===== config.mk =====
export PLATFORM = sky130hd
export DESIGN_NAME = aes_scheduler
export DESIGN_NICKNAME = d
export VERILOG_FILES = /design/src/aes_pkg.sv /design/src/aes_converter.sv /design/src/aes_scheduler.sv
export SDC_FILE = /design/constraint.sdc
export NUM_CORES = 1
export LEC_CHECK = 0
export ABC_AREA = 1
export BUFFER_PORTS_ARGS = -buffer_cell sky130_fd_sc_hd__clkbuf_2
export CORE_MARGIN = 1
export CORE_UTILIZATION = 40
export DETAILED_ROUTE_END_ITERATION = 8
export GPL_TIMING_DRIVEN = 1
export PLACE_DENSITY = 0.68
export RECOVER_POWER = 100
export SKIP_LAST_GASP = 1
export SLEW_MARGIN = 20
export SYNTH_ARGS = -nofsm -noshare
export SYNTH_HDL_FRONTEND = slang
export SYNTH_SLANG_ARGS = --single-unit
export TNS_END_PERCENT = 5

===== constraint.sdc =====
create_clock -name i_clk -period 3.2 [get_ports i_clk]
set_input_delay 0.64 -clock i_clk [delete_from_list [all_inputs] [get_ports i_clk]]
set_output_delay 0.64 -clock i_clk [all_outputs]
set_load 0.1 [all_outputs]

===== src/aes_pkg.sv =====
// Purpose: Shared constants and types of the converter event scheduler.
// Assumes: Core clock of 10 MHz; converter runs from a divided clock enable.
// Notes: Converter timing counts are in converter clock periods.
package aes_pkg;
    // ==========================================================
    // Geometry
    localparam int NUM_SLOTS = 8;
    localparam int SLOT_W = 3;
    localparam int NUM_CH = 4;
    localparam int CH_W = 2;
    localparam int RES_W = 10;
    localparam int NUM_STATES = 8;
    localparam int STATE_W = 3;
    localparam int TMR_W = 16;
    // Channel map.
    localparam logic [1:0] CH_LINE = 2'h0;
    localparam logic [1:0] CH_OUT_FEEDBACK = 2'h1;
    // ==========================================================
    // Timing
    localparam int CLK_HZ = 10_000_000;
    localparam int ADC_DIV = 2;
    localparam int T_SAMPLE_CYC = 7;
    localparam int T_CONV_CYC = 18;
    localparam int DC_PERIOD_US = 8300;
    localparam int DC_PERIOD_CYC = (DC_PERIOD_US * (CLK_HZ / 1_000_000));
    // ==========================================================
    // Trigger sources and converter states
    typedef enum logic {AES_TRIG_STATE, AES_TRIG_TIMER} aes_trig_type;
    typedef enum logic [1:0] {AES_IDLE, AES_SAMPLE, AES_CONVERT, AES_DONE} aes_fsm_type;
endpackage


===== src/aes_converter.sv =====
// Purpose: Converter sequencer that samples one channel and returns a result.
// Assumes: Analog result word is presented on i_adc_data by the analog core.
// Notes: Conversion takes a fixed number of converter clock periods.
module aes_converter (
    input wire logic i_clk,
    input wire logic i_nrst,
    input wire logic i_start,
    input wire logic [1:0] i_ch,
    input wire logic [9:0] i_adc_data,
    output logic o_busy,
    output logic o_done,
    output logic [1:0] o_ch,
    output logic [9:0] o_data,
    output logic o_sampling
);
    // ==========================================================
    // State
    aes_pkg::aes_fsm_type st_r, st_nxt;
    logic [4:0] cnt_r, cnt_nxt;
    logic div_r, div_nxt;
    logic [1:0] ch_r, ch_nxt;
    logic [9:0] data_r, data_nxt;

    // Next state: counts converter clocks through sample and convert phases.
    always_comb begin
        st_nxt = st_r;
        cnt_nxt = cnt_r;
        div_nxt = ~div_r;
        ch_nxt = ch_r;
        data_nxt = data_r;
        unique case (st_r)
            aes_pkg::AES_IDLE: begin
                div_nxt = 1'b0;
                if (i_start) begin
                    st_nxt = aes_pkg::AES_SAMPLE;
                    cnt_nxt = 5'h00;
                    ch_nxt = i_ch;
                end
            end
            aes_pkg::AES_SAMPLE: begin
                if (div_r) begin
                    cnt_nxt = cnt_r + 5'h01;
                    if (cnt_r == 5'(aes_pkg::T_SAMPLE_CYC - 1)) begin
                        st_nxt = aes_pkg::AES_CONVERT;
                    end
                end
            end
            aes_pkg::AES_CONVERT: begin
                if (div_r) begin
                    cnt_nxt = cnt_r + 5'h01;
                    if (cnt_r == 5'(aes_pkg::T_CONV_CYC - 1)) begin
                        st_nxt = aes_pkg::AES_DONE;
                        data_nxt = i_adc_data;
                    end
                end
            end
            aes_pkg::AES_DONE: begin
                st_nxt = aes_pkg::AES_IDLE;
            end
        endcase
    end

    // Registers.
    always_ff @(posedge i_clk or negedge i_nrst) begin
        if (!i_nrst) begin
            st_r <= aes_pkg::AES_IDLE;
            cnt_r <= 5'h00;
            div_r <= 1'b0;
            ch_r <= 2'h0;
            data_r <= 10'h000;
        end else begin
            st_r <= st_nxt;
            cnt_r <= cnt_nxt;
            div_r <= div_nxt;
            ch_r <= ch_nxt;
            data_r <= data_nxt;
        end
    end

    // Outputs.
    assign o_busy = (st_r != aes_pkg::AES_IDLE);
    assign o_done = (st_r == aes_pkg::AES_DONE);
    assign o_sampling = (st_r == aes_pkg::AES_SAMPLE);
    assign o_ch = ch_r;
    assign o_data = data_r;
endmodule


===== src/aes_scheduler.sv =====
// Purpose: Event driven scheduler for the multichannel converter.
// Assumes: Triggers and configuration come from logic on the same clock.
// Notes: Configuration is held on plain ports; no software register bus.
module aes_scheduler (
    input wire logic i_clk,
    input wire logic i_nrst,
    input wire logic i_enable,
    input wire logic [2:0] i_seq_len_m1,
    input wire logic [15:0] i_slot_ch,
    input wire logic [7:0] i_slot_trig_timer,
    input wire logic [23:0] i_slot_state,
    input wire logic [127:0] i_slot_tmr_val,
    input wire logic [7:0] i_slot_high_prio,
    input wire logic [7:0] i_slot_irq_en,
    input wire logic [2:0] i_event_state_machine,
    input wire logic [15:0] i_timer,
    input wire logic i_line_peak,
    input wire logic i_dc_start,
    input wire logic [9:0] i_adc_data,
    input wire logic [1:0] i_rd_ch,
    output logic [9:0] o_rd_data,
    output logic [39:0] o_results,
    output logic o_irq,
    output logic o_busy,
    output logic o_adc_sampling,
    output logic [1:0] o_adc_ch
);
    // ==========================================================
    // Declarations
    logic [7:0] pend_r, pend_nxt;
    logic [2:0] seq_r, seq_nxt;
    logic [2:0] state_q_r, state_q_nxt;
    logic [2:0] act_slot_r, act_slot_nxt;
    logic [31:0] dc_cnt_r, dc_cnt_nxt;
    logic line_req_r, line_req_nxt;
    logic line_act_r, line_act_nxt;
    logic irq_r, irq_nxt;
    logic [9:0] res_r [aes_pkg::NUM_CH];
    logic [9:0] res_nxt [aes_pkg::NUM_CH];
    logic [7:0] fire;
    logic conv_start, conv_busy, conv_done;
    logic [1:0] conv_ch, start_ch, done_ch;
    logic [9:0] conv_data;
    logic [2:0] pick_slot;
    logic pick_ok;

    // Slot channel lookup used by issue; completion takes the channel from the converter.
    function automatic logic [1:0] slot_ch(input logic [15:0] v, input logic [2:0] s);
        slot_ch = v[s*2 +: 2];
    endfunction

    // ==========================================================
    // Trigger detection: state entry edge or timer match per slot.
    for (genvar g = 0; g < aes_pkg::NUM_SLOTS; g++) begin : g_trig
        logic in_seq, st_hit, tm_hit;
        assign in_seq = (3'(g) <= i_seq_len_m1);
        assign st_hit = (i_event_state_machine == i_slot_state[g*3 +: 3]) &&
                        (state_q_r != i_slot_state[g*3 +: 3]);
        assign tm_hit = (i_timer == i_slot_tmr_val[g*16 +: 16]);
        assign fire[g] = i_enable && in_seq &&
                         (i_slot_trig_timer[g] ? tm_hit : st_hit);
    end

    // Pick the next pending slot: high priority first, then sequence order.
    always_comb begin
        pick_ok = 1'b0;
        pick_slot = 3'h0;
        for (int k = aes_pkg::NUM_SLOTS - 1; k >= 0; k--) begin
            if (pend_r[3'(seq_r + 3'(k))] && !i_slot_high_prio[3'(seq_r + 3'(k))]) begin
                pick_ok = 1'b1;
                pick_slot = 3'(seq_r + 3'(k));
            end
        end
        for (int k = aes_pkg::NUM_SLOTS - 1; k >= 0; k--) begin
            if (pend_r[3'(seq_r + 3'(k))] && i_slot_high_prio[3'(seq_r + 3'(k))]) begin
                pick_ok = 1'b1;
                pick_slot = 3'(seq_r + 3'(k));
            end
        end
    end

    // Issue: line requests go first, then pending slots.
    assign conv_start = !conv_busy && (line_req_r || pick_ok);
    assign start_ch = line_req_r ? aes_pkg::CH_LINE : slot_ch(i_slot_ch, pick_slot);
    assign done_ch = conv_ch;

    // Next values for scheduler state.
    always_comb begin
        pend_nxt = pend_r | fire;
        seq_nxt = seq_r;
        act_slot_nxt = act_slot_r;
        line_act_nxt = line_act_r;
        line_req_nxt = line_req_r;
        dc_cnt_nxt = dc_cnt_r;
        irq_nxt = 1'b0;
        state_q_nxt = i_event_state_machine;
        for (int c = 0; c < aes_pkg::NUM_CH; c++) begin
            res_nxt[c] = res_r[c];
        end
        // A start clears the line request before the sources are looked at, so that
        // a new line event in the same cycle is kept rather than lost.
        if (conv_start) begin
            if (line_req_r) begin
                line_req_nxt = 1'b0;
                line_act_nxt = 1'b1;
            end else begin
                line_act_nxt = 1'b0;
                act_slot_nxt = pick_slot;
                pend_nxt[pick_slot] = fire[pick_slot];
                seq_nxt = (pick_slot == i_seq_len_m1) ? 3'h0 : 3'(pick_slot + 3'h1);
            end
        end
        // Line channel sampling source.
        if (i_dc_start) begin
            if (dc_cnt_r == 32'(aes_pkg::DC_PERIOD_CYC - 1)) begin
                dc_cnt_nxt = 32'h0;
                line_req_nxt = i_enable;
            end else begin
                dc_cnt_nxt = dc_cnt_r + 32'h1;
            end
        end else begin
            dc_cnt_nxt = 32'h0;
            if (i_line_peak && i_enable) begin
                line_req_nxt = 1'b1;
            end
        end
        if (conv_done) begin
            res_nxt[done_ch] = conv_data;
            irq_nxt = !line_act_r && i_slot_irq_en[act_slot_r];
        end
        if (!i_enable) begin
            pend_nxt = 8'h00;
            line_req_nxt = 1'b0;
        end
    end

    // Registers of the scheduler.
    always_ff @(posedge i_clk or negedge i_nrst) begin
        if (!i_nrst) begin
            pend_r <= 8'h00;
            seq_r <= 3'h0;
            state_q_r <= 3'h0;
            act_slot_r <= 3'h0;
            dc_cnt_r <= 32'h0;
            line_req_r <= 1'b0;
            line_act_r <= 1'b0;
            irq_r <= 1'b0;
            for (int c = 0; c < aes_pkg::NUM_CH; c++) begin
                res_r[c] <= 10'h000;
            end
        end else begin
            pend_r <= pend_nxt;
            seq_r <= seq_nxt;
            state_q_r <= state_q_nxt;
            act_slot_r <= act_slot_nxt;
            dc_cnt_r <= dc_cnt_nxt;
            line_req_r <= line_req_nxt;
            line_act_r <= line_act_nxt;
            irq_r <= irq_nxt;
            for (int c = 0; c < aes_pkg::NUM_CH; c++) begin
                res_r[c] <= res_nxt[c];
            end
        end
    end

    // Converter core.
    aes_converter u_conv (
        .i_clk(i_clk),
        .i_nrst(i_nrst),
        .i_start(conv_start),
        .i_ch(start_ch),
        .i_adc_data(i_adc_data),
        .o_busy(conv_busy),
        .o_done(conv_done),
        .o_ch(conv_ch),
        .o_data(conv_data),
        .o_sampling(o_adc_sampling)
    );

    // Outputs; results read by the processor for its loop.
    assign o_rd_data = res_r[i_rd_ch];
    assign o_results = {res_r[3], res_r[2], res_r[1], res_r[0]};
    assign o_irq = irq_r;
    assign o_busy = conv_busy;
    assign o_adc_ch = conv_ch;

    // ==========================================================
    // Checks
    chk_irq_masked: assert property (@(posedge i_clk) disable iff (!i_nrst)
        conv_done && (line_act_r || !i_slot_irq_en[act_slot_r]) |=> !o_irq)
        else $error("interrupt raised for unselected conversion");
    chk_irq_sel: assert property (@(posedge i_clk) disable iff (!i_nrst)
        conv_done && !line_act_r && i_slot_irq_en[act_slot_r] |=> o_irq)
        else $error("selected completion gave no interrupt");
    chk_irq_pulse: assert property (@(posedge i_clk) disable iff (!i_nrst)
        o_irq |=> !o_irq)
        else $error("interrupt longer than one cycle");
    chk_result_latch: assert property (@(posedge i_clk) disable iff (!i_nrst)
        conv_done |=> res_r[$past(done_ch)] == $past(conv_data))
        else $error("result not latched");
    chk_result_hold: assert property (@(posedge i_clk) disable iff (!i_nrst)
        !conv_done |=> $stable(o_results))
        else $error("result changed without conversion");
    chk_prio_order: assert property (@(posedge i_clk) disable iff (!i_nrst)
        conv_start && !line_req_r && |(pend_r & i_slot_high_prio) |->
        i_slot_high_prio[pick_slot])
        else $error("low priority served first");
    chk_line_first: assert property (@(posedge i_clk) disable iff (!i_nrst)
        conv_start && line_req_r |=> o_adc_ch == aes_pkg::CH_LINE)
        else $error("line channel not converted");
    chk_dc_period: assert property (@(posedge i_clk) disable iff (!i_nrst)
        i_dc_start && i_enable && dc_cnt_r == 32'(aes_pkg::DC_PERIOD_CYC - 1) |=> line_req_r)
        else $error("DC period gave no line request");
    chk_dc_no_peak: assert property (@(posedge i_clk) disable iff (!i_nrst)
        i_dc_start && !line_req_r && dc_cnt_r != 32'(aes_pkg::DC_PERIOD_CYC - 1) |=>
        !line_req_r)
        else $error("line request raised between DC periods");
    // The pending bit lands one edge after the trigger, so the converter is busy two edges on.
    chk_pend_start: assert property (@(posedge i_clk) disable iff (!i_nrst)
        fire != 8'h00 && i_enable && !conv_busy && !line_req_r |-> ##2 o_busy)
        else $error("trigger did not start conversion");
    chk_seq_wrap: assert property (@(posedge i_clk) disable iff (!i_nrst)
        seq_r <= i_seq_len_m1 || $changed(i_seq_len_m1) || $past(seq_r) > i_seq_len_m1)
        else $error("sequence pointer past end");
endmodule


==> results of run 1 <==
worst min path at each step:
| stage | from | end | slack, ns | cells past startpoint |
|---|---|---|---|---|
| floorplan | i_nrst | act_slot_r[0] | 0.34 | 0 |
| global placement | u_conv.div_r | u_conv.div_r | 0.44 | 1 |
| detailed placement | u_conv.div_r | u_conv.div_r | 0.46 | 1 |
| CTS | i_nrst | o_results[20] | 0.17 | 1 |
| global route | u_conv.div_r | u_conv.div_r | 0.50 | 1 |
| finish | u_conv.div_r | u_conv.div_r | 0.48 | 1 |
final cells by class:
| class | count | area, um2 | share of cell area (%) |
|---|---|---|---|
| multi-input cells | 1010 | 5800 | 49.5 |
| clock inverters | 7 | 108 | 0.919 |
| inverters | 125 | 478 | 4.08 |
| flip-flops and latches | 112 | 2800 | 23.9 |
| clock buffers | 9 | 225 | 1.92 |
| repair buffers | 346 | 1940 | 16.6 |
| well taps | 280 | 350 | 2.99 |
power breakdown:
part	switching [W]	total [W]	leakage [nW]	internal, W
registers	0.000333	0.00211	1.47	0.00177
logic	0.00708	0.0105	4.23	0.00338
clock network	0.000600	0.00124	0.161	0.000640
routing by layer:
layer / wire length [um] / vias to the layer above / track usage (%) / share of wire [%]
met4: 736 / 0 / 7.89 / 2.5
li1: - / 4864 / - / -
met3: 1980 / 49 / 5.20 / 6.6
met5: 0 / - / 0 / 0
met2: 13900 / 323 / 41.4 / 46
met1: 13300 / 4425 / 34.3 / 44
worst register-to-register path, stage by stage (launching register included):
cell,delay [ns]
dfrtp_1,0.39
ha_2,0.20
nand2_2,0.08
nor2_4,0.11
nand2_2,0.09
nor3_4,0.15
nand2_2,0.09
nor2_2,0.14
nand2_2,0.10
nor3_4,0.14
nand4_2,0.15
nor2_2,0.18
nand3_2,0.11
nor3_4,0.14
nand2_1,0.08
nor2_2,0.16
nand2_1,0.08
nor2_2,0.10
nand2_1,0.07
inv_2,0.07
nand2_2,0.07
nor2_4,0.10
nand2_2,0.08
nor3_4,0.13
nor3_2,0.06
flip-flops by register name (all words and copies together) (netlist names), 2 cells and up:
signal         cells
act_slot_r         3
seq_r              3
pend_r             8
o_results         40
u_conv.o_data     10
u_conv.o_ch        2
dc_cnt_r          32
u_conv.cnt_r       5
state_q_r          3
u_conv.st_r        2
cell families (layout without fill, tap and decap cells):
group / Yosys count / after routing
and+or+nand+nor: 645 / 645
AOI/OAI and AO/OA: 196 / 196
buffers and inverters: 175 / 487
xor gates and xnor gates: 157 / 157
DFF: 112 / 112
adders and majority gates: 11 / 11
muxes: 1 / 1
timing repair:
item                                    CTS  global route
pin swaps                                 0            18
endpoints found under the setup margin   11            21
buffers inserted                          0            13
gates resized for setup                   7            63
cloned                                    0             1
cells in the final DEF (no fill, tap or decap), types with 3 or more instances in the layout:
master | netlist | layout
a21oi_1 | 38 | 37
a41o_1 | 4 | 4
buf_4 | 2 | 51
buf_6 | 0 | 3
clkbuf_1 | 38 | 5
clkbuf_16 | 0 | 10
clkbuf_2 | 0 | 281
clkinv_8 | 0 | 3
dfrtp_1 | 112 | 112
ha_1 | 11 | 8
inv_1 | 111 | 110
inv_2 | 11 | 10
inv_4 | 1 | 3
nand2_1 | 301 | 286
nand2_2 | 10 | 23
nand3_1 | 88 | 79
nand3_2 | 4 | 13
nand4_1 | 33 | 33
nor2_1 | 130 | 124
nor2_2 | 7 | 11
nor2_4 | 4 | 6
nor3_1 | 18 | 18
nor3_4 | 1 | 6
nor3b_1 | 8 | 8
nor4_1 | 15 | 15
o2111ai_1 | 9 | 9
o21ai_0 | 98 | 94
o21ai_1 | 13 | 14
o21ai_2 | 0 | 3
o22ai_1 | 12 | 11
o41ai_1 | 7 | 7
or2_2 | 19 | 19
xnor2_1 | 105 | 105
xor2_1 | 50 | 50
metrics by stage:
| stage | util, % | power (W) |
|---|---|---|
| CTS | 51.5 | 0.0131 |
| detailed placement | 49.9 | 0.0117 |
| global route | 53.1 | 0.0150 |
| global placement | 49.9 | 0.0117 |
| floorplan | - | 0.00904 |
| finish | 53.1 | 0.0138 |
==> run summary, run 1 <==
================================================================================
Run status ........................................................ complete, but fails checks
Violated checks ...................................................          DRC
Levels on crit path ...............................................           24
Top area cells in the synthesized netlist ......................... dfrtp_1 (31%), nand2_1 (12%), xnor2_1 (10%)
Number of flip-flops and latches in the synthesized netlist .......          112
Combinational family with the most area after synthesis ........... simple AND/OR/NAND/NOR gates
Most common cell in the synthesized netlist .......................      nand2_1
Count of distinct cell types in the synthesized netlist ...........           50
Final worst hold slack ............................................     0.482 ns
RSZ-0062 raised after global routing ..............................         true
Vias in the first global route ....................................         9087
Crit Path Class ................................................... register to register
WL/cell ...........................................................      15.9 um
Terminus of the critical flop-to-flop path ........................ dc_cnt_r[30]
Transition time at the pin with the least slew margin .............      1.47 ns
Power density normalized to cell area .............................  1180 nW/um2
DR vias/cell ......................................................         5.11
Number of diodes ..................................................            0
Library cell used as clock root buffer ............................    clkbuf_16
Cell type with the largest total area after synthesis .............      dfrtp_1
Critical path buffer and inverter count ...........................            1
Routed Antenna Nets ...............................................            0
Hold violation count in the final report ..........................            0
Crit path launch ..................................................  dc_cnt_r[0]
I/O Pins ..........................................................          286
Area after DPL ....................................................    11000 um2
Antenna violations before repair ..................................            0
TritonRoute pass-1 iters ..........................................            9
Fraction of layout instances using a drive strength above 1 .......        28.9%
Count of filler cells inserted in the layout ......................         2161
Mux share of post-synthesis cell area .............................       0.111%
Max Fclk ..........................................................    0.315 GHz
Width of the die ..................................................       152 um
Final clock skew ..................................................    0.0106 ns
Synth warnings ....................................................            0
Number of enable-type register cells in the synthesized netlist ...            0
Number of rows created at floorplan ...............................           54
Worst vdd ir ......................................................   0.000940 V
Area of the core ..................................................    22000 um2
Total standard cell area after synthesis ..........................     9050 um2
Total via count in the routed design ..............................         9661
Total Negative Setup Slacks .......................................         0 ns
Global-route wire length before repair ............................     47500 um
Count of buffers inserted at the top-level ports ..................          285
Most used cell along the critical path ............................      nand2_2
Worst-path maximum fanout .........................................            3
Post-detailed-routing wire length .................................     30000 um
Worst Setup Start Kind ............................................     register
Area of all placed cells without fillers ..........................    11700 um2
TritonCTS Buffers .................................................            9
Top cells by instance count after synthesis ....................... nand2_1 (301), nor2_1 (130), dfrtp_1 (112)
Dpl hpwl ..........................................................     24100 um
Fraction of the mapped netlist area in adder cells ................        1.52%
Die footprint .....................................................    23200 um2
Overflow left after global routing ................................            0
Slew headroom .....................................................        2.26%
Worst Setup End Kind ..............................................     register
Max Cap Violations ................................................            0
Total global routing track utilization ............................        25.6%
Final setup violating endpoints ...................................            0
Register-to-register setup slack ..................................      0.02 ns
Synthesized net count .............................................         1539
Layout overhead on the synthesized area ...........................        29.3%
Post-layout minimum cycle time ....................................      3.18 ns
Placed Cells incl. Taps ...........................................         1859
Simple-Gate Fraction of Synth Area ................................        32.1%
Hold_buf cts ......................................................            0
Effective utilization at floorplan ................................        41.1%
Worst R2R Start ...................................................  dc_cnt_r[0]
CP max stage cell .................................................      dfrtp_1
Pin count of the biggest net entering global routing ..............           64
Total Nets Final ..................................................         1846
Critical Path, Cell by Cell ....................................... ha_2 > nand2_2 > nor2_4 > nand2_2 > nor3_4 > nand2_2 > nor2_2 > nand2_2 > nor3_4 > nand4_2 > nor2_2 > nand3_2 > nor3_4 > nand2_1 > nor2_2 > nand2_1 > nor2_2 > nand2_1 > inv_2 > nand2_2 > nor2_4 > nand2_2 > nor3_4 > nor3_2
Sequential element share of the synthesized area ..................        31.0%
H-tree level count ................................................            3
Mean instance size in the synthesized netlist .....................     6.98 um2
CP max stage delay ................................................      0.39 ns
Worst EP arrival ..................................................      3.41 ns
Type of the tightest min-delay check .............................. register to register
Clock net sink count ..............................................          112
Minimum setup slack in the final design ...........................    0.0213 ns
Top_reg_cell synth ................................................      dfrtp_1
Req. time, crit path ..............................................      3.43 ns
End point of the critical path .................................... dc_cnt_r[30]
Cells after synthesis .............................................         1297
Static leakage power ..............................................      5.86 nW
CTS tree ..........................................................        built
Yosys top cell area share .........................................        31.0%
Reg2reg path depth ................................................           24
Share of synthesized flip-flops with an asynchronous set or reset .         100%
Pre-CTS setup slack ...............................................   -0.0518 ns
Global placement routability congestion ...........................        0.949
Total DRC errors in the routed layout .............................            6
Compound-cell area share of the yosys netlist .....................        12.4%
Clk pin slew, worst setup/hold paths ..............................      0.08 ns
Clock network latency to the later pin of the worst-skew pair .....      0.37 ns
Die H .............................................................       152 um
Buffers from clock root to sink, at most ..........................            2
Xor and xnor area share after synthesis ...........................        15.4%
Final-report max-slew violation count .............................            0
Kind of cell with the highest combined delay on the critical path . simple AND/OR/NAND/NOR gates
Number of DRC markers in iteration 0 ..............................          619
Non-filler cells, final ...........................................         1889
Post-route clock period utilization ...............................        99.3%
================================================================================
Note: power is estimated with default switching activity, not from simulation.
==> run 2: changes to the inputs <==
--- a/config.mk
+++ b/config.mk
@@ -11,7 +11,7 @@
 export CORE_UTILIZATION = 40
 export DETAILED_ROUTE_END_ITERATION = 8
 export GPL_TIMING_DRIVEN = 1
-export PLACE_DENSITY = 0.68
+export PLACE_DENSITY = 0.65
 export RECOVER_POWER = 100
 export SKIP_LAST_GASP = 1
 export SLEW_MARGIN = 20
==> constraint.sdc (replaced) <==
create_clock -name i_clk -period 3.7 [get_ports i_clk]
set_input_delay 0.74 -clock i_clk [delete_from_list [all_inputs] [get_ports i_clk]]
set_output_delay 0.74 -clock i_clk [all_outputs]
set_load 0.1 [all_outputs]
==> run 2 against run 1 <==
  * The run ends with DRC, capacitance limit, slew limit left
  * Critical path depth up 1
  * First-iteration DRC count up 4.5%
  * Global-route usage up 0.21 points
  * Final cell count down 1.7%
  * Setup slack better by 0.26 ns
  * Die area unchanged
  * Total power down 23%
  * Final area down 5.5%
  * Sequential cell count unchanged
==> run summary, run 2 (synthesis results as in run 1) <==
============================================================================
Width of the die ..............................................       152 um   unchanged
TritonCTS Buffers .............................................            9   unchanged
Terminus of the critical flop-to-flop path .................... u_conv.o_ch[1]   was dc_cnt_r[30]
Count of filler cells inserted in the layout ..................         2240   was 2161
Area of the core ..............................................    22000 um2   unchanged
Reg2reg path depth ............................................           25   was 24
Register-to-register setup slack ..............................      0.29 ns   was 0.02 ns
Worst-path maximum fanout .....................................           11   was 3
Global-route wire length before repair ........................     47500 um   about the same
Library cell used as clock root buffer ........................    clkbuf_16   unchanged
TritonRoute pass-1 iters ......................................            7   was 9
Antenna violations before repair ..............................            1   was 0
Number of DRC markers in iteration 0 ..........................          647   was 619
Total via count in the routed design ..........................         9461   was 9661
Clock net sink count ..........................................          112   unchanged
Total global routing track utilization ........................        25.8%   was 25.6%
Effective utilization at floorplan ............................        41.1%   unchanged
Area of all placed cells without fillers ......................    11100 um2   was 11700 um2
Vias in the first global route ................................         9000   was 9087
Run status .................................................... complete, but fails checks   unchanged
Total Negative Setup Slacks ...................................         0 ns   unchanged
Slew headroom .................................................       -4.60%   was 2.26%
Buffers from clock root to sink, at most ......................            2   unchanged
RSZ-0062 raised after global routing ..........................         true   unchanged
Hold-critical path depth ......................................            1   unchanged
H-tree level count ............................................            3   unchanged
Clk pin slew, worst setup/hold paths ..........................      0.08 ns   about the same
Worst Setup End Kind ..........................................     register   unchanged
I/O Pins ......................................................          286   unchanged
Layout overhead on the synthesized area .......................        22.2%   was 29.3%
Crit Path Class ............................................... register to register   unchanged
Die footprint .................................................    23200 um2   unchanged
CTS tree ......................................................        built   unchanged
Max Cap Violations ............................................            1   was 0
Final setup violating endpoints ...............................            0   unchanged
Post-detailed-routing wire length .............................     29800 um   was 30000 um
Worst EP arrival ..............................................      3.67 ns   was 3.41 ns
Worst R2R Start ...............................................     seq_r[0]   was dc_cnt_r[0]
Most common cell after layout, fill and taps aside ............      nand2_1   unchanged
Violated checks ............................................... DRC, capacitance limit, slew limit   was DRC
Final clock skew ..............................................    0.0145 ns   was 0.0106 ns
Total Nets Final ..............................................         1813   was 1846
Final-report max-slew violation count .........................           64   was 0
Hold path startpoint .......................................... u_conv.div_r   unchanged
DR vias/cell ..................................................         5.09   was 5.11
Req. time, crit path ..........................................      3.96 ns   was 3.43 ns
Routed Antenna Nets ...........................................            0   unchanged
Post-route clock period utilization ...........................        92.3%   was 99.3%
Global placement routability congestion .......................        0.957   was 0.949
Final worst hold slack ........................................     0.468 ns   was 0.482 ns
Destination of the worst hold path ............................ u_conv.div_r   unchanged
Number of flip-flops in the largest register ..................           40   unchanged
Power density normalized to cell area .........................   966 nW/um2   was 1180 nW/um2
Crit path launch ..............................................     seq_r[0]   was dc_cnt_r[0]
Commonest cells after routing, fill and taps aside ............ nand2_1 (303), clkbuf_2 (234), nor2_1 (130), dfrtp_1 (112), inv_1 (110)   was nand2_1 (286), clkbuf_2 (281), nor2_1 (124), dfrtp_1 (112), inv_1 (110)
Worst vdd ir ..................................................   0.000569 V   was 0.000940 V
Hold violation count in the final report ......................            0   unchanged
WL/cell .......................................................      16.1 um   was 15.9 um
Post-layout minimum cycle time ................................      3.41 ns   was 3.18 ns
Static leakage power ..........................................      5.36 nW   was 5.86 nW
Worst Setup Start Kind ........................................     register   unchanged
Number of rows created at floorplan ...........................           54   unchanged
Pin count of the biggest net entering global routing ..........           64   unchanged
Count of buffers inserted at the top-level ports ..............          285   unchanged
Max Fclk ......................................................    0.293 GHz   was 0.315 GHz
Fraction of layout instances using a drive strength above 1 ...        21.7%   was 28.9%
Type of the tightest min-delay check .......................... register to register   unchanged
Transition time at the pin with the least slew margin .........      1.57 ns   was 1.47 ns
Dpl hpwl ......................................................     24700 um   was 24100 um
Die H .........................................................       152 um   unchanged
Clock network latency to the later pin of the worst-skew pair .      0.37 ns   about the same
Area after DPL ................................................    10800 um2   was 11000 um2
Total DRC errors in the routed layout .........................           11   was 6
Power, Total ..................................................     0.0107 W   was 0.0138 W
Overflow left after global routing ............................            0   unchanged
============================================================================
-- run 2: cell types whose count changed in the layout (fill, tap and decap cells not counted), sizes merged --
cell      change
clkinvlp      +3
buf          -36
clkbuf        +2
bufinv        -1
clkinv        -1
diode         +1
-- run 2: critical path, stage by stage, from the launching register on --
cell and delay [ns]:
dfrtp_1 0.39, inv_2 0.06, ha_2 0.39, buf_4 0.22, nand3_1 0.13, nand3_1 0.16, nand2_1 0.10, nor2_1 0.19
nand3_1 0.10, nand3_1 0.08, a21oi_1 0.07, o21ai_1 0.11, nand2_1 0.06, nand2_1 0.05, nand2_1 0.05, nand2_1 0.05
nand2_1 0.06, nand3_2 0.09, nand2_2 0.17, buf_4 0.22, o21ai_0 0.20, nand2_1 0.08, nand2_1 0.07, nand2_1 0.05
nand3_1 0.09, o21ai_1 0.06
-- run 2: metrics by stage --
| step | util [%] | setup WS [ns] | std cells |
|---|---|---|---|
| 2_1_floorplan | - | 0.336 | 1297 |
| 4_1_cts | 50.4 | 0.266 | 1852 |
| 3_3_place_gp | 49.1 | 0.376 | 1836 |
| 6_report | 50.2 | 0.286 | 1857 |
| 3_5_place_dp | 49.1 | 0.287 | 1836 |
| 5_1_grt | 50.2 | -0.0430 | 1857 |
-- run 2: final cells by class --
class / count / area [um2] / share of cell area, %
Timing Repair inverter: 1 / 7.51 / 0.0679
Clock inverter: 7 / 71.3 / 0.645
Multi-Input combinational cell: 1010 / 5580 / 50.4
Tap cell: 280 / 350 / 3.17
Sequential cell: 112 / 2800 / 25.3
Timing Repair Buffer: 312 / 1550 / 14.0
Antenna cell: 1 / 2.50 / 0.0226
Clock buffer: 9 / 225 / 2.04
Inverter: 125 / 477 / 4.31
-- run 2: report_power, final --
group	leakage, nW	total [W]	switching, W	internal [W]
Sequential	1.47	0.00181	0.000281	0.00153
Combinational	3.74	0.00789	0.00576	0.00214
Clock	0.145	0.000978	0.000499	0.000479
-- run 2: worst max path at each step --
stage / endpoint / slack [ns] / cells past startpoint
floorplan: o_rd_data[0] / 0.34 / 2
global placement: u_conv.o_ch[0] / 0.38 / 23
detailed placement: u_conv.o_ch[0] / 0.29 / 23
CTS: u_conv.o_ch[0] / 0.27 / 23
global route: pend_r[0] / -0.04 / 30
finish: u_conv.o_ch[1] / 0.29 / 25
-- run 2: routing by layer --
layer	global-route usage, %	share of wire [%]	up-vias
met2	41.6	46	318
li1	-	-	4806
met4	11.9	4.3	0
met5	0	0	-
met1	33.2	44	4277
met3	5.29	6.3	60
-- run 2: repair_timing --
item                                    4_1_cts  5_1_grt
endpoints found under the setup margin        0       13
gates resized for setup                       0        9
hold buffers                                  0        0
setup buffers                                 0        3
